==> src/hw/bcce_pkg.sv <==
// Contract
// - Decode e4 opcode as branch_on_overflow
// - Decode e0 opcode as branch_on_zero
// - Taken target is incremented pc plus 2n
// - Branch: one word, one or two cycles
// - Branch quarters: decode, literal, process, write pc
// - Two-word call loads 20-bit target into pc
// - Call pushes call address plus 4 first
// - Shadow bit copies working, status, bank select
// - Call takes two cycles, flags untouched
// - clear_data_register writes 00h and sets zero
// - Access bit picks access or general_purpose_bank
// - Extended mode indexes addresses up to 5fh
// - Clear quarters: decode, read, process, write
package bcce_pkg;
	localparam int PC_W = 21;
	localparam logic [7:0] OP_BR_OVF = 8'he4;
	localparam logic [7:0] OP_BR_ZERO = 8'he0;
	localparam logic [6:0] OP_CALL = 7'h76;
	localparam logic [3:0] OP_CALL2 = 4'hf;
	localparam logic [6:0] OP_CLR = 7'h35;
	localparam int Z_BIT = 2;
	localparam int OV_BIT = 3;
	localparam logic [7:0] ACC_SPLIT = 8'h80;
	localparam logic [3:0] ACC_HI_BANK = 4'hf;
	localparam logic [7:0] IDX_LIMIT = 8'h5f;
	localparam logic [PC_W-1:0] PC_RESET = 21'h000000;
	localparam logic [PC_W-1:0] PC_STEP = 21'h000002;
	localparam logic [PC_W-1:0] RET_STEP = 21'h000002;
	localparam logic [15:0] IR_RESET = 16'h0000;
	localparam logic [7:0] STATUS_RESET = 8'h00;
	localparam logic [7:0] OFF_CTRL = 8'h00;
	localparam logic [7:0] OFF_STATUS = 8'h04;
	localparam logic [7:0] OFF_PC = 8'h08;
	localparam logic [7:0] OFF_WORK = 8'h0c;
	localparam logic [7:0] OFF_BANK = 8'h10;
	localparam logic [7:0] OFF_SHADOW = 8'h14;
	localparam logic [7:0] OFF_STACK = 8'h18;
	localparam int CTRL_RUN = 0;
	localparam int CTRL_EXT = 1;
	typedef enum logic [3:0] {
		Q1 = 4'b0001,
		Q2 = 4'b0010,
		Q3 = 4'b0100,
		Q4 = 4'b1000
	} phase_t;
	typedef struct packed {
		logic [11:0] addr;
		logic [7:0] wdata;
		logic re;
		logic we;
	} dm_req_t;
endpackage : bcce_pkg

==> src/hw/branch_call_clear_execute.sv <==
`timescale 1ns/1ns
module branch_call_clear_execute (
	input wire logic clk,
	input wire logic arst_n,
	input wire logic psel,
	input wire logic penable,
	input wire logic pwrite,
	input wire logic [7:0] paddr,
	input wire logic [31:0] pwdata,
	output logic [31:0] prdata,
	output logic pready,
	output logic pslverr,
	output logic [bcce_pkg::PC_W-1:0] pm_addr,
	input wire logic [15:0] pm_rdata,
	output bcce_pkg::dm_req_t dm_req,
	input wire logic [7:0] dm_rdata,
	input wire logic [11:0] index_base
);
	bcce_pkg::phase_t phase_q, phase_d;
	logic [15:0] ir_q;
	logic flush_q;
	logic call_pend_q;
	logic [7:0] k_lo_q;
	logic [bcce_pkg::PC_W-1:0] pc_q, pc_d;
	logic [bcce_pkg::PC_W-1:0] fetch_q;
	logic [7:0] status_q, status_d;
	logic [7:0] work_q;
	logic [3:0] bank_sel_q;
	logic [7:0] working_shadow_q;
	logic [7:0] status_shadow_q;
	logic [3:0] bank_select_shadow_q;
	logic [bcce_pkg::PC_W-1:0] return_stack_top_q;
	logic run_q;
	logic ext_en_q;
	logic [7:0] off_q;
	logic taken_q;
	logic [7:0] read_val_q;
	bcce_pkg::dm_req_t dm_d;
	bcce_pkg::dm_req_t dm_q;
	logic [31:0] prdata_d;

	// Decode, suppressed in the cycle after a jump
	wire live = !flush_q;
	wire is_br_ovf = live && !call_pend_q && ir_q[15:8] == bcce_pkg::OP_BR_OVF;
	wire is_br_zero = live && !call_pend_q && ir_q[15:8] == bcce_pkg::OP_BR_ZERO;
	wire is_branch = is_br_ovf || is_br_zero;
	wire is_call1 = live && !call_pend_q && ir_q[15:9] == bcce_pkg::OP_CALL;
	wire is_call2 = live && call_pend_q && ir_q[15:12] == bcce_pkg::OP_CALL2;
	wire is_clr = live && !call_pend_q && ir_q[15:9] == bcce_pkg::OP_CLR;
	wire br_cond = is_br_ovf ? status_q[bcce_pkg::OV_BIT] : status_q[bcce_pkg::Z_BIT];
	wire in_q1 = run_q && phase_q == bcce_pkg::Q1;
	wire in_q2 = run_q && phase_q == bcce_pkg::Q2;
	wire in_q3 = run_q && phase_q == bcce_pkg::Q3;
	wire in_q4 = run_q && phase_q == bcce_pkg::Q4;
	wire jump = in_q4 && taken_q;

	// Sign-extended 2n offset, bit 0 stays clear
	wire [bcce_pkg::PC_W-1:0] br_target = pc_q + {{12{off_q[7]}}, off_q, 1'b0};
	wire [bcce_pkg::PC_W-1:0] call_target = {ir_q[11:0], k_lo_q, 1'b0};

	// Data address: access bank split, indexed mode, or bank select
	wire [7:0] f_addr = ir_q[7:0];
	wire acc_bit = ir_q[8];
	wire idx_mode = ext_en_q && !acc_bit && f_addr <= bcce_pkg::IDX_LIMIT;
	wire [11:0] acc_addr = (f_addr >= bcce_pkg::ACC_SPLIT) ? {bcce_pkg::ACC_HI_BANK, f_addr} :
		{4'h0, f_addr};
	wire [11:0] idx_addr = index_base + {4'h0, f_addr};
	wire [11:0] gp_addr = {bank_sel_q, f_addr};
	wire [11:0] dm_addr_sel = acc_bit ? gp_addr : (idx_mode ? idx_addr : acc_addr);

	// Register bus decode
	wire apb_setup = psel && !penable;
	wire apb_wr = psel && penable && pwrite;
	wire hit_ctrl = paddr == bcce_pkg::OFF_CTRL;
	wire hit_status = paddr == bcce_pkg::OFF_STATUS;
	wire hit_pc = paddr == bcce_pkg::OFF_PC;
	wire hit_work = paddr == bcce_pkg::OFF_WORK;
	wire hit_bank = paddr == bcce_pkg::OFF_BANK;
	wire hit_shadow = paddr == bcce_pkg::OFF_SHADOW;
	wire hit_stack = paddr == bcce_pkg::OFF_STACK;
	wire hit_any = hit_ctrl || hit_status || hit_pc || hit_work || hit_bank || hit_shadow ||
		hit_stack;
	assign pready = 1'b1;
	assign pslverr = psel && penable && !hit_any;
	assign pm_addr = fetch_q;
	assign dm_req = dm_q;

	always_comb begin
		prdata_d = 32'h00000000;
		unique case (1'b1)
			hit_ctrl: prdata_d = {30'h00000000, ext_en_q, run_q};
			hit_status: prdata_d = {24'h000000, status_q};
			hit_pc: prdata_d = {11'h000, pc_q};
			hit_work: prdata_d = {24'h000000, work_q};
			hit_bank: prdata_d = {28'h0000000, bank_sel_q};
			hit_shadow: prdata_d = {12'h000, bank_select_shadow_q, status_shadow_q, working_shadow_q};
			hit_stack: prdata_d = {11'h000, return_stack_top_q};
			default: prdata_d = 32'h00000000;
		endcase
	end

	always_comb begin
		unique case (phase_q)
			bcce_pkg::Q1: phase_d = bcce_pkg::Q2;
			bcce_pkg::Q2: phase_d = bcce_pkg::Q3;
			bcce_pkg::Q3: phase_d = bcce_pkg::Q4;
			bcce_pkg::Q4: phase_d = bcce_pkg::Q1;
			default: phase_d = bcce_pkg::Q1;
		endcase
	end

	// Prefetch model: pc already points past the word now executing
	always_comb begin
		pc_d = pc_q;
		if (jump) begin
			pc_d = br_target;
		end else if (in_q4 && is_call2) begin
			pc_d = call_target + bcce_pkg::PC_STEP;
		end else if (in_q4) begin
			pc_d = pc_q + bcce_pkg::PC_STEP;
		end
	end

	// Hardware set of the zero flag wins over a software write
	always_comb begin
		status_d = status_q;
		if (apb_wr && hit_status) begin
			status_d = pwdata[7:0];
		end
		if (in_q4 && is_clr) begin
			status_d[bcce_pkg::Z_BIT] = 1'b1;
		end
	end

	// Requests are registered one quarter early so they stand in Q2 and Q4
	always_comb begin
		dm_d.addr = dm_addr_sel;
		dm_d.wdata = 8'h00;
		dm_d.re = in_q1 && is_clr;
		dm_d.we = in_q3 && is_clr;
	end

	// Registered so the far side sees each request for one whole quarter, glitch free
	always_ff @(posedge clk or negedge arst_n) begin
		if (!arst_n) begin
			dm_q <= bcce_pkg::dm_req_t'(22'h000000);
		end else begin
			dm_q <= dm_d;
		end
	end

	always_ff @(posedge clk or negedge arst_n) begin
		if (!arst_n) begin
			phase_q <= bcce_pkg::Q1;
		end else if (run_q) begin
			phase_q <= phase_d;
		end
	end

	always_ff @(posedge clk or negedge arst_n) begin
		if (!arst_n) begin
			ir_q <= bcce_pkg::IR_RESET;
			flush_q <= 1'b1;
			call_pend_q <= 1'b0;
			pc_q <= bcce_pkg::PC_RESET;
		end else begin
			pc_q <= pc_d;
			if (in_q4) begin
				ir_q <= pm_rdata;
				flush_q <= taken_q;
				call_pend_q <= is_call1;
			end
		end
	end

	// Fetch address stands from Q4; a finishing call fetches its target at once
	always_ff @(posedge clk or negedge arst_n) begin
		if (!arst_n) begin
			fetch_q <= bcce_pkg::PC_RESET;
		end else if (in_q3) begin
			fetch_q <= is_call2 ? call_target : pc_q;
		end
	end

	always_ff @(posedge clk or negedge arst_n) begin
		if (!arst_n) begin
			off_q <= 8'h00;
			taken_q <= 1'b0;
			read_val_q <= 8'h00;
		end else begin
			if (in_q2 && is_branch) begin
				off_q <= ir_q[7:0];
			end
			if (in_q2 && is_clr) begin
				read_val_q <= dm_rdata;
			end
			if (in_q3) begin
				taken_q <= is_branch && br_cond;
			end else if (in_q4) begin
				taken_q <= 1'b0;
			end
		end
	end

	// Push happens in the first call cycle, before pc moves in the second
	always_ff @(posedge clk or negedge arst_n) begin
		if (!arst_n) begin
			k_lo_q <= 8'h00;
			return_stack_top_q <= bcce_pkg::PC_RESET;
			working_shadow_q <= 8'h00;
			status_shadow_q <= bcce_pkg::STATUS_RESET;
			bank_select_shadow_q <= 4'h0;
		end else if (in_q4 && is_call1) begin
			k_lo_q <= ir_q[7:0];
			return_stack_top_q <= pc_q + bcce_pkg::RET_STEP;
			if (ir_q[8]) begin
				working_shadow_q <= work_q;
				status_shadow_q <= status_q;
				bank_select_shadow_q <= bank_sel_q;
			end
		end
	end

	always_ff @(posedge clk or negedge arst_n) begin
		if (!arst_n) begin
			status_q <= bcce_pkg::STATUS_RESET;
			work_q <= 8'h00;
			bank_sel_q <= 4'h0;
			run_q <= 1'b0;
			ext_en_q <= 1'b0;
			prdata <= 32'h00000000;
		end else begin
			status_q <= status_d;
			if (apb_wr && hit_work) begin
				work_q <= pwdata[7:0];
			end
			if (apb_wr && hit_bank) begin
				bank_sel_q <= pwdata[3:0];
			end
			if (apb_wr && hit_ctrl) begin
				run_q <= pwdata[bcce_pkg::CTRL_RUN];
				ext_en_q <= pwdata[bcce_pkg::CTRL_EXT];
			end
			if (apb_setup) begin
				prdata <= prdata_d;
			end
		end
	end

	chk_phase_wrap: assert property (@(posedge clk) disable iff (!arst_n)
		(in_q4) |=> phase_q == bcce_pkg::Q1)
		else $error("quarter phase did not wrap to Q1");

	chk_branch_target: assert property (@(posedge clk) disable iff (!arst_n)
		(in_q4 && taken_q) |=> (pc_q == $past(br_target)) && flush_q)
		else $error("taken branch target or flush wrong");

	chk_branch_flags: assert property (@(posedge clk) disable iff (!arst_n)
		(in_q4 && is_branch && !apb_wr) |=> status_q == $past(status_q))
		else $error("branch changed status flags");

	chk_not_taken: assert property (@(posedge clk) disable iff (!arst_n)
		(in_q3 && is_branch && !br_cond) ##1 in_q4 |=> !flush_q)
		else $error("untaken branch lost a cycle");

	chk_call_push: assert property (@(posedge clk) disable iff (!arst_n)
		(in_q4 && is_call1) |=> return_stack_top_q == $past(pc_q) + bcce_pkg::RET_STEP
		&& call_pend_q)
		else $error("call push address wrong");

	chk_call_shadow: assert property (@(posedge clk) disable iff (!arst_n)
		(in_q4 && is_call1 && !ir_q[8]) |=> $stable(working_shadow_q)
		&& $stable(status_shadow_q))
		else $error("shadow changed with shadow bit clear");

	chk_call_target: assert property (@(posedge clk) disable iff (!arst_n)
		(in_q4 && is_call2) |=> pc_q == $past(call_target) + bcce_pkg::PC_STEP
		&& !flush_q && pm_addr == $past(call_target))
		else $error("call did not finish in two cycles");

	chk_clr_write: assert property (@(posedge clk) disable iff (!arst_n)
		dm_req.we |-> dm_req.wdata == 8'h00 && phase_q == bcce_pkg::Q4)
		else $error("clear wrote nonzero or outside Q4");

	chk_clr_zflag: assert property (@(posedge clk) disable iff (!arst_n)
		(in_q4 && is_clr) |=> status_q[bcce_pkg::Z_BIT])
		else $error("clear did not set zero flag");

	chk_pc_even: assert property (@(posedge clk) disable iff (!arst_n)
		!pc_q[0] && !pm_addr[0])
		else $error("odd program address");

	chk_idx_addr: assert property (@(posedge clk) disable iff (!arst_n)
		(in_q1 && is_clr && idx_mode) |=> dm_req.re
		&& dm_req.addr == $past(index_base) + {4'h0, $past(f_addr)})
		else $error("indexed clear address wrong");

	chk_offset_latch: assert property (@(posedge clk) disable iff (!arst_n)
		(in_q2 && is_branch) |=> off_q == $past(f_addr))
		else $error("branch offset not taken in Q2");

	chk_ovf_untaken: assert property (@(posedge clk) disable iff (!arst_n)
		(in_q3 && is_br_ovf && !status_q[bcce_pkg::OV_BIT]) |=> !taken_q)
		else $error("overflow branch taken with flag clear");

	chk_zero_taken: assert property (@(posedge clk) disable iff (!arst_n)
		(in_q3 && is_br_zero && status_q[bcce_pkg::Z_BIT]) |=> taken_q)
		else $error("zero branch not taken with flag set");

	chk_flush_idle: assert property (@(posedge clk) disable iff (!arst_n)
		flush_q |-> !dm_req.re && !dm_req.we)
		else $error("data access during a flush cycle");

	chk_flush_step: assert property (@(posedge clk) disable iff (!arst_n)
		(in_q4 && flush_q) |=> pc_q == $past(pc_q) + bcce_pkg::PC_STEP)
		else $error("flush cycle moved pc wrongly");

	chk_fetch_q3: assert property (@(posedge clk) disable iff (!arst_n)
		$changed(pm_addr) |-> $past(in_q3))
		else $error("fetch address moved outside Q3");

	chk_clr_read: assert property (@(posedge clk) disable iff (!arst_n)
		(in_q1 && is_clr) |=> dm_req.re && !dm_req.we && phase_q == bcce_pkg::Q2)
		else $error("clear read missing in Q2");

	chk_read_q2: assert property (@(posedge clk) disable iff (!arst_n)
		dm_req.re |-> phase_q == bcce_pkg::Q2)
		else $error("data read outside Q2");

	chk_read_keep: assert property (@(posedge clk) disable iff (!arst_n)
		(in_q2 && is_clr) |=> read_val_q == $past(dm_rdata))
		else $error("clear read value not captured");

	chk_acc_high: assert property (@(posedge clk) disable iff (!arst_n)
		(in_q1 && is_clr && !acc_bit && !idx_mode && f_addr[7])
		|=> dm_req.addr == {bcce_pkg::ACC_HI_BANK, $past(f_addr)})
		else $error("access bank upper half address wrong");

	chk_bank_addr: assert property (@(posedge clk) disable iff (!arst_n)
		(in_q1 && is_clr && acc_bit) |=> dm_req.addr == {$past(bank_sel_q), $past(f_addr)})
		else $error("banked clear address wrong");

	chk_call_flags: assert property (@(posedge clk) disable iff (!arst_n)
		(in_q4 && (is_call1 || is_call2) && !apb_wr) |=> status_q == $past(status_q))
		else $error("call changed status flags");

	chk_shadow_copy: assert property (@(posedge clk) disable iff (!arst_n)
		(in_q4 && is_call1 && ir_q[8]) |=> working_shadow_q == $past(work_q)
		&& status_shadow_q == $past(status_q)
		&& bank_select_shadow_q == $past(bank_sel_q))
		else $error("shadow copy wrong with shadow bit set");
endmodule : branch_call_clear_execute

==> config.mk <==
export PLATFORM = sky130hd
export DESIGN_NAME = branch_call_clear_execute
export DESIGN_NICKNAME = d
export VERILOG_FILES = /design/src/hw/bcce_pkg.sv /design/src/hw/branch_call_clear_execute.sv
export SDC_FILE = /design/constraint.sdc
export NUM_CORES = 1
export LEC_CHECK = 0
export CORE_UTILIZATION = 56
export CTS_BUF_LIST = sky130_fd_sc_hd__clkbuf_16
export DETAILED_ROUTE_END_ITERATION = 10
export DONT_BUFFER_PORTS = 1
export HOLD_SLACK_MARGIN = 0.06
export PLACE_DENSITY_LB_ADDON = 0.3
export SETUP_SLACK_MARGIN = 0.3
export SYNTH_ARGS = -nofsm -noshare
export SYNTH_HDL_FRONTEND = slang
export SYNTH_SLANG_ARGS = --single-unit
==> constraint.sdc <==
create_clock -name clk -period 7.5 [get_ports clk]
set_clock_uncertainty 0.1 [all_clocks]
set_input_delay 0.375 -clock clk [delete_from_list [all_inputs] [get_ports clk]]
set_output_delay 0.375 -clock clk [all_outputs]
set_load 0.01 [all_outputs]
# Yosys cells after proc, flatten, opt, wreduce, memory -nomap -nowiden
# Cells that the tools add are included.
# Widths: inputs -> output; s select.
[totals] out_inout_bits=77 inputBits=81 regBits=190 mem_bits_ro=0 elab_cells=104 mem_count=0 latch_bits=0 mem_bits_rw=0
[classes] eq_ne=15 add_sub_neg=4 mux=14 div=0 n_mul=0 n_lt_le_gt_ge=2 n_bitwise=0 n_shift=0 reduce_logical=46
[op_table] cell="$pmux 21 s7" n=1
[op_table] cell="$mux 21" n=4
[op_table] cell="$add 21x2->21 const B" n=2
[op_table] cell="$mux 12" n=3
[op_table] cell="$logic_and 1x1->1" n=29
[op_table] cell="$eq 8x5->1 const B" n=3
[op_table] cell="$add 21x21->21" n=1
[op_table] cell="$eq 8x4->1 const B" n=2
[op_table] cell="$eq 8x8->1 const B" n=2
[op_table] cell="$add 12x8->12" n=1
[op_table] cell="$pmux 4 s3" n=1
[op_table] cell="$eq 4x4->1 const B" n=2
[op_table] cell="$eq 8x3->1 const B" n=1
[op_table] cell="$ge 8x8->1 const B" n=1
[op_table] cell="$le 8x7->1 const B" n=1
[op_table] cell="$logic_not 8->1" n=1
[op_table] cell="$eq 7x6->1 const B" n=1
[op_table] cell="$eq 7x7->1 const B" n=1
[op_table] cell="$logic_or 1x1->1" n=7
[op_table] cell="$logic_not 1->1" n=5
[op_table] cell="$eq 4x1->1 const B" n=1
[op_table] cell="$eq 4x2->1 const B" n=1
[op_table] cell="$eq 4x3->1 const B" n=1
[op_table] cell="$mux 1" n=4
[op_table] cell="other kinds (4)" n=5

# Longest topological paths before layout
# Gate-level depths: netlist of the first run.
[logic_depth] depth_word=9 mapped_depth=10 depth_no_buf=10

# Least setup slack after synthesis of the first run
# No wires, ideal clock.
[synth_timing] path_kind="reg-to-reg" from="reg off_q[7]" to="reg pc_q[20] in the netlist's numbering" setup_ns=0.134 arrival_time_ns=2.273 t_required_ns=7.266 n_path_buf=0 stages_incl_launch_ff=9 slack_ns=4.993 synth_period_minus_slack_ns=2.507 path_cell_list="dfrtp_1 -> ha_1 -> a21o_1 -> a21oi_1 -> o21a_1 -> o311ai_0 -> a311oi_1 -> mux2i_1 -> nand4_1"
[synth_between] elab_chain_cells=2
[synth_lines] element="start: declaration" line="branch_call_clear_execute.sv:35" text="logic [7:0] off_q;"
[synth_lines] element="start signal: assignment" line="branch_call_clear_execute.sv:192" text="off_q <= ir_q[7:0];"
[synth_lines] element="$add 21x21->21" line="branch_call_clear_execute.sv:58" text="wire [bcce_pkg::PC_W-1:0] br_target = pc_q + {{12{off_q[7]}}, off_q, 1'b0};"
[synth_lines] element="$mux 21" line="branch_call_clear_execute.sv:115" text="if (jump) begin"
[synth_lines] element="end signal: assignment" line="branch_call_clear_execute.sv:165" text="pc_q <= bcce_pkg::PC_RESET;"
[synth_lines] element="end signal: assignment" line="branch_call_clear_execute.sv:167" text="pc_q <= pc_d;"
[synth_lines] element="end: declaration" line="branch_call_clear_execute.sv:24" text="logic [bcce_pkg::PC_W-1:0] pc_q, pc_d;"
# Every way passes these cells.
# A chain may end at the register's enable or synchronous reset.

# Worst setup path in the final report of the first run
[layout_timing] from="reg run_q" to="reg status_shadow_q[7]"
[layout_between] elab_chain_cells=3
[layout_lines] element="start: declaration" line="branch_call_clear_execute.sv:33" text="logic run_q;"
[layout_lines] element="start signal: assignment" line="branch_call_clear_execute.sv:241" text="run_q <= pwdata[bcce_pkg::CTRL_RUN];"
[layout_lines] element="$logic_and 1x1->1" line="branch_call_clear_execute.sv:54" text="wire in_q4 = run_q && phase_q == bcce_pkg::Q4;"
[layout_lines] element="$logic_and 1x1->1" line="branch_call_clear_execute.sv:213" text="end else if (in_q4 && is_call1) begin"
[layout_lines] element="$reduce_and 2->1 (no source line)"
[layout_lines] element="end signal: assignment" line="branch_call_clear_execute.sv:211" text="status_shadow_q <= bcce_pkg::STATUS_RESET;"
[layout_lines] element="end signal: assignment" line="branch_call_clear_execute.sv:218" text="status_shadow_q <= status_q;"
[layout_lines] element="end: declaration" line="branch_call_clear_execute.sv:30" text="logic [7:0] status_shadow_q;"
# Every way passes these cells.

==> impl_metrics.json, run 1 <==
{
  "cts_sinks": 177,
  "wl_um": 26100,
  "whs_ps": 105,
  "rsz0062_at_grt": "no",
  "dpl.cell_count": 1188,
  "ys_warn_count": 0,
  "final_cell_mix": "dfrtp_1 (175), nand2_1 (132), nor2_1 (74)",
  "hold_end": "dm_req[10]",
  "syn2layout_area_growth_pct": 10.1,
  "place_congestion": 0.884,
  "syn_area_um2": 9800,
  "root_buffer": "clkbuf_16",
  "whs_path_depth": 2,
  "path_class": "flop to flop",
  "antenna_found_initial": 0,
  "clock_path_buffers": 2,
  "grt_usage_pct": 30.5,
  "vias": 7801,
  "vdd_drop_max_mv": 0.151,
  "num-fill-cells": 1413,
  "power.density_nw_per_um2": 186,
  "p_leak_nw": 4.82,
  "numCtsBuffers": 17,
  "grt_overflow": 0,
  "htree_levels": 4,
  "nNetsFinal": 1124,
  "setup_total_negative_slack_ps": 0,
  "clk_pin_slew_ps": 70,
  "row_count": 48,
  "ys_types": 63,
  "r2r_start": "run_q",
  "endpoint_kind": "flop",
  "portBuffers": 0,
  "synth-edff-count": 0,
  "dr.pass1.iters": 5,
  "worstMarginPinSlew_ps": 996,
  "max_freq_mhz": 287,
  "maxCapViolations": 0,
  "dp_hpwl_um": 17800,
  "syn_inst": 1011,
  "wire_per_inst_um": 20.9,
  "fin_ws_ps": 4010,
  "cp.required_ps": 7720,
  "clockPowerShare_pct": 46.1,
  "place_ws_ps": 4160,
  "period_needed_ps": 3490,
  "relSlewSlack_pct": 33.4,
  "grt_max_degree": 178,
  "setup_viol": 0,
  "io_pins": 158,
  "cts_setup_buffers": 0,
  "drive_gt1_share_pct": 11.8,
  "holdBufCountCts": 30,
  "route.detailed.drc": 0,
  "finalCoreUtilization_pct": 62.8,
  "p_comb_share_pct": 4.2,
  "layout_commonest_cell": "dfrtp_1",
  "period_share_pct": 46.5,
  "swShare_pct": 22.2,
  "fp.dieH_um": 134,
  "ys.flop_type": "dfrtp_1",
  "dieWidth_um": 134,
  "reg2reg_to": "status_shadow_q[7]",
  "ys_seq_elements": 177,
  "drtIter0Drc": 576,
  "routed_via_density": 6.24,
  "cts_resized": 0,
  "final_cells": 1250,
  "worst_setup_path_start_kind": "flop",
  "async_flop_share_pct": 100,
  "diodes": 0,
  "min_from": "index_base[0]",
  "core_area_um2": 17200,
  "clk_latency_ps": 440,
  "post-route-cell-area_um2": 10800,
  "status": "finished clean",
  "worstHoldPathType": "input port to flop",
  "finalHoldViolations": 0,
  "drv_slew": 0,
  "grt_pass1_vias": 7624,
  "ys_seq_area_share_pct": 45.2,
  "p_sw_mw": 0.444,
  "worstPathMaxFanout": 43,
  "cts_tree": "yes",
  "grt_first_pass_wirelength_um": 41900,
  "initial_utilization_pct": 57.1,
  "intPower_mw": 1.56,
  "ant_nets": 0,
  "syn_area_per_cell_um2": 9.70,
  "dieArea_um2": 18000,
  "placed_area_um2": 9870,
  "worstPathArrival_ps": 3710,
  "r2r_slack_ps": 4010,
  "pwr-share-seq_pct": 49.7,
  "r2r_cells": 8,
  "fin_total_pwr_mw": 2.00
}
worst max path at each step:
stage	to	cells past startpoint	start
2_1_floorplan	pc_q[20]	8	off_q[7]
3_3_place_gp	status_shadow_q[4]	8	run_q
3_5_place_dp	status_shadow_q[3]	8	run_q
4_1_cts	working_shadow_q[2]	8	run_q
5_1_grt	working_shadow_q[5]	8	run_q
6_report	status_shadow_q[7]	8	run_q
Yosys cell counts (all sizes together), types with 6 or more instances:
master,instances,area (um^2)
clkbuf,43,161
nand4,16,115
nand3,24,120
o21ai,67,335
ha,29,363
nand2b,8,50.1
mux2,68,766
nand2,132,495
dfrtp,175,4380
nor2,77,292
xor2,22,193
mux2i,25,250
a21o,11,82.6
a211oi,7,52.6
o211ai,9,67.6
xnor2,36,315
a22oi,19,143
nor3,20,100
inv,18,67.6
buf,33,215
and2,6,37.5
and3,9,56.3
a31oi,25,156
a21oi,53,265
power by group through the flow:
stage	combinational, mW	clock [mW]	sequential, mW
after floorplan	0.0529	0	1.01
after global placement	0.0483	0	1.01
after detailed placement	0.0502	0	1.01
after CTS	0.0851	0.927	0.995
after global routing	0.0968	0.970	0.998
final	0.0842	0.923	0.995
critical path, stage by stage, from the launching register on:
cell	delay, ps
dfrtp_1	520
and2b_1	270
and3_1	180
buf_4	320
nand4b_1	190
nor2_2	120
buf_4	430
and2_1	810
mux2_2	420
per-layer routing:
| layer | vias to the layer above | track usage, % | part of all wire [%] |
|---|---|---|---|
| li1 | 3591 | - | - |
| met4 | 0 | 11.0 | 2.7 |
| met5 | - | 0 | 0 |
| met3 | 64 | 7.41 | 8.1 |
| met2 | 337 | 49.8 | 48 |
| met1 | 3809 | 39.6 | 41 |
layout make-up:
class | instances | area, um^2 | area share, %
Sequential cell | 177 | 4430 | 41.1
Clock buffer | 17 | 425 | 3.94
Inverter | 18 | 67.6 | 0.626
Tap cell | 225 | 282 | 2.61
Timing Repair Buffer | 40 | 393 | 3.64
Clock inverter | 15 | 178 | 1.65
Multi-Input combinational cell | 758 | 5010 | 46.5
registers in the layout, summed over array words and instances, names as in the netlist:
name and flops:
pm_addr 21, prdata 21, pc_q 20, return_stack_top_q 20, ir_q 16, dm_req 14
k_lo_q 8, off_q 8, status_q 8, status_shadow_q 8, work_q 8, working_shadow_q 8
bank_sel_q 4, bank_select_shadow_q 4, phase_q 4, call_pend_q 1, ext_en_q 1, flush_q 1
run_q 1, taken_q 1
logic make-up after synthesis:
logic type / Yosys count / share of synthesized area [%]
AOI/OAI and AO/OA: 236 / 15.2
DFF: 177 / 45.2
buffers and inverters: 94 / 4.53
and+or+nand+nor: 320 / 15.3
xor gates and xnor gates: 58 / 5.18
other: 2 / 0.0766
adders and majority gates: 31 / 4.11
muxes: 93 / 10.4
Power figures use the tool's default switching activity.
==> inputs of run 2 (changes only) <==
clock period = 3.6 ns   (was 7.5 ns; I/O delays follow)
==> impl_metrics.json, run 2 (same netlist as run 1, synthesis figures left out) <==
{
  "dieWidth_um": 134,
  "period_share_pct": 85.3,
  "grt_overflow": 0,
  "maxCapViolations": 0,
  "cts_tree": "yes",
  "grt_pass1_vias": 7583,
  "dpl.cell_count": 1199,
  "vdd_drop_max_mv": 0.366,
  "vias": 7936,
  "grt_first_pass_wirelength_um": 41900,
  "setup_total_negative_slack_ps": 0,
  "worstPathMaxFanout": 9,
  "dr.pass1.iters": 5,
  "violations": "negative hold slack",
  "drtIter0Drc": 796,
  "r2r_start": "ir_q[1]",
  "dp_hpwl_um": 17900,
  "cts_sinks": 177,
  "final_cell_mix": "dfrtp_1 (174), nand2_1 (132), nor2_1 (74)",
  "place_congestion": 0.932,
  "route.detailed.drc": 0,
  "wl_um": 26400,
  "dieArea_um2": 18000,
  "worstMarginPinSlew_ps": 1040,
  "worstPathArrival_ps": 3310,
  "routed_via_density": 6.20,
  "rsz0062_at_grt": "no",
  "final_cells": 1279,
  "num-fill-cells": 1361,
  "clk_latency_ps": 430,
  "clock_path_buffers": 2,
  "path_class": "flop to flop",
  "io_pins": 158,
  "cp.required_ps": 3840,
  "drive_gt1_share_pct": 12.4,
  "worst_setup_path_start_kind": "flop",
  "whs_ps": -663,
  "row_count": 48,
  "grt_usage_pct": 30.6,
  "clk_pin_slew_ps": 70,
  "r2r_slack_ps": 530,
  "period_needed_ps": 3070,
  "endpoint_kind": "flop",
  "initial_utilization_pct": 57.1,
  "wl_met3_um": 2340,
  "syn2layout_area_growth_pct": 12.1,
  "root_buffer": "clkbuf_16",
  "highest_layer": "met4",
  "r2r_cells": 10,
  "grt_max_degree": 178,
  "ant_nets": 0,
  "power.density_nw_per_um2": 365,
  "finalHoldViolations": 177,
  "drv_slew": 0,
  "htree_levels": 4,
  "nNetsFinal": 1153,
  "wl_met1_um": 11100,
  "portBuffers": 0,
  "p_leak_nw": 4.92,
  "reg2reg_to": "dm_req[20]",
  "status": "finished with violations",
  "worstHoldPathType": "input port to async pin",
  "max_freq_mhz": 326,
  "route.met2.wl_um": 12200,
  "diodes": 0,
  "numCtsBuffers": 17,
  "fp.dieH_um": 134,
  "setup_viol": 0,
  "layout_commonest_cell": "dfrtp_1",
  "relSlewSlack_pct": 30.4,
  "wire_per_inst_um": 20.6,
  "antenna_found_initial": 0,
  "holdBufCountCts": 48,
  "core_area_um2": 17200
}
==> run 2: power breakdown <==
part | leakage, nW | internal, mW | switching [mW]
clock | 0.273 | 1.00 | 0.773
sequential | 2.29 | 2.03 | 0.0446
combinational | 2.35 | 0.0824 | 0.0750
total | 4.92 | 3.11 | 0.892
==> run 2: through the flow <==
step           setup WS, ps  utilization, %  cell area, um^2  power [mW]  hold slack (ps)
2_1_floorplan          1090               -             9870        2.21             -216
3_3_place_gp            686            57.9             9950        2.21             -212
3_5_place_dp            643            57.9             9950        2.22             -212
4_1_cts                 509            63.9            11000        4.01             -675
5_1_grt                 338            63.9            11000        4.12             -682
6_report                531            63.9            11000        4.01             -663
==> run 2: what timing repair did <==
| item | CTS | global route |
|---|---|---|
| resized for setup | 0 | 1 |
| setup endpoints to repair | 0 | 1 |
| hold endpoints to repair | 236 | 177 |
| setup buffers | 0 | 0 |
==> run 2: worst max-delay path, cell delays in order (launching register included) <==
cell	delay [ps]
dfrtp_2	480
inv_1	180
fa_1	460
nor2b_1	130
o21ai_0	110
a21o_1	200
a21oi_1	300
nand3_1	140
xor2_1	150
dlygate4sd3_1	550
o21ai_0	160
==> run 2: cell type report <==
| cell class | instances | area [um^2] | share of cell area, % |
|---|---|---|---|
| clock buffer | 17 | 425 | 3.87 |
| clock inverter | 15 | 128 | 1.16 |
| inverter | 18 | 67.6 | 0.615 |
| multi-input combinational | 758 | 5010 | 45.6 |
| sequential | 177 | 4430 | 40.4 |
| tap | 225 | 282 | 2.56 |
| timing repair buffer | 69 | 638 | 5.81 |
==> run 2: how the worst max path moves through the flow <==
stage                        start  slack (ps)          to  cells after the start
after detailed placement  off_q[7]         640    pc_q[20]                      8
after global routing      off_q[7]         340    pc_q[20]                      8
after CTS                  ir_q[1]         510  dm_req[20]                     10
after floorplan           off_q[7]        1090    pc_q[20]                      8
after global placement    off_q[7]         690    pc_q[20]                      8
final                      ir_q[1]         530  dm_req[20]                     10
==> run 2: metal layers <==
layer	vias to the layer above	track usage [%]
met5	-	0
met4	0	11.7
met3	66	6.95
met2	393	48.2
met1	3822	41.2
li1	3655	-
==> inputs of run 3 (changes only) <==
CTS_BUF_LIST = sky130_fd_sc_hd__clkbuf_2   (was sky130_fd_sc_hd__clkbuf_16)
REMOVE_ABC_BUFFERS = 1   (was not set)
SLEW_MARGIN = 20   (was not set)
==> impl_metrics.json, run 3 (same netlist as run 1, synthesis figures left out) <==
{
  "status": "finished with violations",
  "violations": "negative hold slack",
  "clk_pin_slew_ps": 290,
  "worstPathArrival_ps": 3920,
  "nNetsFinal": 1207,
  "p_sw_mw": 0.861,
  "root_buffer": "clkbuf_2",
  "htree_levels": 4,
  "cp.required_ps": 4170,
  "wl_met1_um": 11600,
  "drtIter0Drc": 708,
  "worstMarginPinSlew_ps": 806,
  "fin_ws_ps": 250,
  "finalCoreUtilization_pct": 65.4,
  "cts_tree": "yes",
  "max_freq_mhz": 298,
  "grt_pass1_vias": 8298,
  "endpoint_kind": "flop",
  "cts_sinks": 177,
  "numCtsBuffers": 17,
  "p_comb_share_pct": 5.8,
  "slowest_stage": "dlygate4sd3_1",
  "route.detailed.drc": 0,
  "ant_nets": 0,
  "dieWidth_um": 134,
  "critPathBufInv": 3,
  "finalHoldViolations": 177,
  "grt_overflow": 0,
  "route.met2.wl_um": 13200,
  "cpMostUsedCell": "dlygate4sd3_1",
  "dieArea_um2": 18000,
  "cp_top_family": "buffers and inverters",
  "reg2reg_to": "pc_q[20]",
  "startpoint": "paddr[6]",
  "portBuffers": 0,
  "rsz0062_at_grt": "no",
  "clockPowerShare_pct": 31.6,
  "grt_max_degree": 178,
  "routed_via_density": 6.22,
  "vdd_drop_max_mv": 0.276,
  "pwr-share-seq_pct": 62.6,
  "dr.pass1.iters": 5,
  "worstPathMaxFanout": 8,
  "num-fill-cells": 1357,
  "antenna_found_initial": 0,
  "io_pins": 158,
  "whs_ps": -1060,
  "maxCapViolations": 0,
  "path_class": "input port to flop",
  "clk_latency_ps": 780,
  "worstHoldPathType": "input port to async pin",
  "slowest_delay_ps": 900,
  "clock_path_buffers": 2,
  "dp_hpwl_um": 17300,
  "setup_total_negative_slack_ps": 0,
  "place_ws_ps": 621,
  "r2r_start": "off_q[7]",
  "place_congestion": 0.883,
  "drive_gt1_share_pct": 12.4,
  "ff_latch_area_um2": 4430,
  "core_area_um2": 17200,
  "period_needed_ps": 3350,
  "fp.dieH_um": 134,
  "intPower_mw": 2.46,
  "cp.depth": 9,
  "wl_met3_um": 2110,
  "swShare_pct": 25.9,
  "relSlewSlack_pct": 45.6,
  "vias": 8290,
  "row_count": 48,
  "r2r_cells": 8,
  "setup_viol": 0,
  "final_cell_mix": "dfrtp_1 (173), nand2_1 (131), dlygate4sd3_1 (100)",
  "drv_slew": 0,
  "grt_first_pass_wirelength_um": 44100,
  "power.density_nw_per_um2": 296,
  "wl_um": 27900,
  "grt_usage_pct": 31.9,
  "multi_input_area_um2": 5020,
  "worst_setup_path_start_kind": "input port",
  "syn2layout_area_growth_pct": 14.6,
  "p_leak_nw": 5.03,
  "layout_commonest_cell": "dfrtp_1",
  "highest_layer": "met4",
  "holdBufCountCts": 102,
  "fin_total_pwr_mw": 3.33,
  "cp_cell_sequence": "dlygate4sd3_1 -> or4_4 -> nor2_1 -> nand2_2 -> nor3b_4 -> and4_1 -> dlygate4sd3_1 -> mux2_2 -> dlygate4sd3_1",
  "wire_per_inst_um": 20.9,
  "cp-endpoint": "work_q[6]",
  "period_share_pct": 93.1,
  "r2r_slack_ps": 500,
  "initial_utilization_pct": 57.1,
  "diodes": 0
}
[run 3: layer usage]
metal,global-route usage (%),vias to the layer above
met1,41.1,4071
met5,0,-
met3,7.37,83
met4,14.7,0
li1,-,3752
met2,51.3,384
[run 3: cell type report]
type / count / area share, %
flip-flops and latches: 177 / 39.5
repair buffers: 123 / 10.7
multi-input cells: 758 / 44.7
clock buffers: 19 / 0.847
well taps: 225 / 2.51
clock inverters: 13 / 1.21
inverters: 18 / 0.602
[run 3: power by group through the flow]
stage	registers, mW	clock network [mW]	logic [mW]
floorplan	2.10	0	0.0898
global placement	2.11	0	0.101
detailed placement	2.11	0	0.105
CTS	2.08	1.06	0.182
global route	2.09	1.13	0.211
finish	2.08	1.05	0.193
[run 3: worst min-delay path by stage]
stage	from	to
2_1_floorplan	arst_n	bank_sel_q[0]
3_3_place_gp	arst_n	bank_sel_q[0]
3_5_place_dp	arst_n	ext_en_q
4_1_cts	arst_n	dm_req[14]
5_1_grt	arst_n	prdata[0]
6_report	arst_n	dm_req[17]
[run 3: per-stage QoR]
step,cell area (um^2),instances
floorplan,9490,953
global placement,9950,1198
detailed placement,9950,1198
CTS,11200,1332
global route,11200,1333
finish,11200,1333
[run 3: timing repair]
| action | CTS | global route |
|---|---|---|
| endpoints found under the hold margin | 248 | 177 |
| buffers inserted | 0 | 1 |
| resized for setup | 0 | 8 |
| setup endpoints to repair | 0 | 4 |
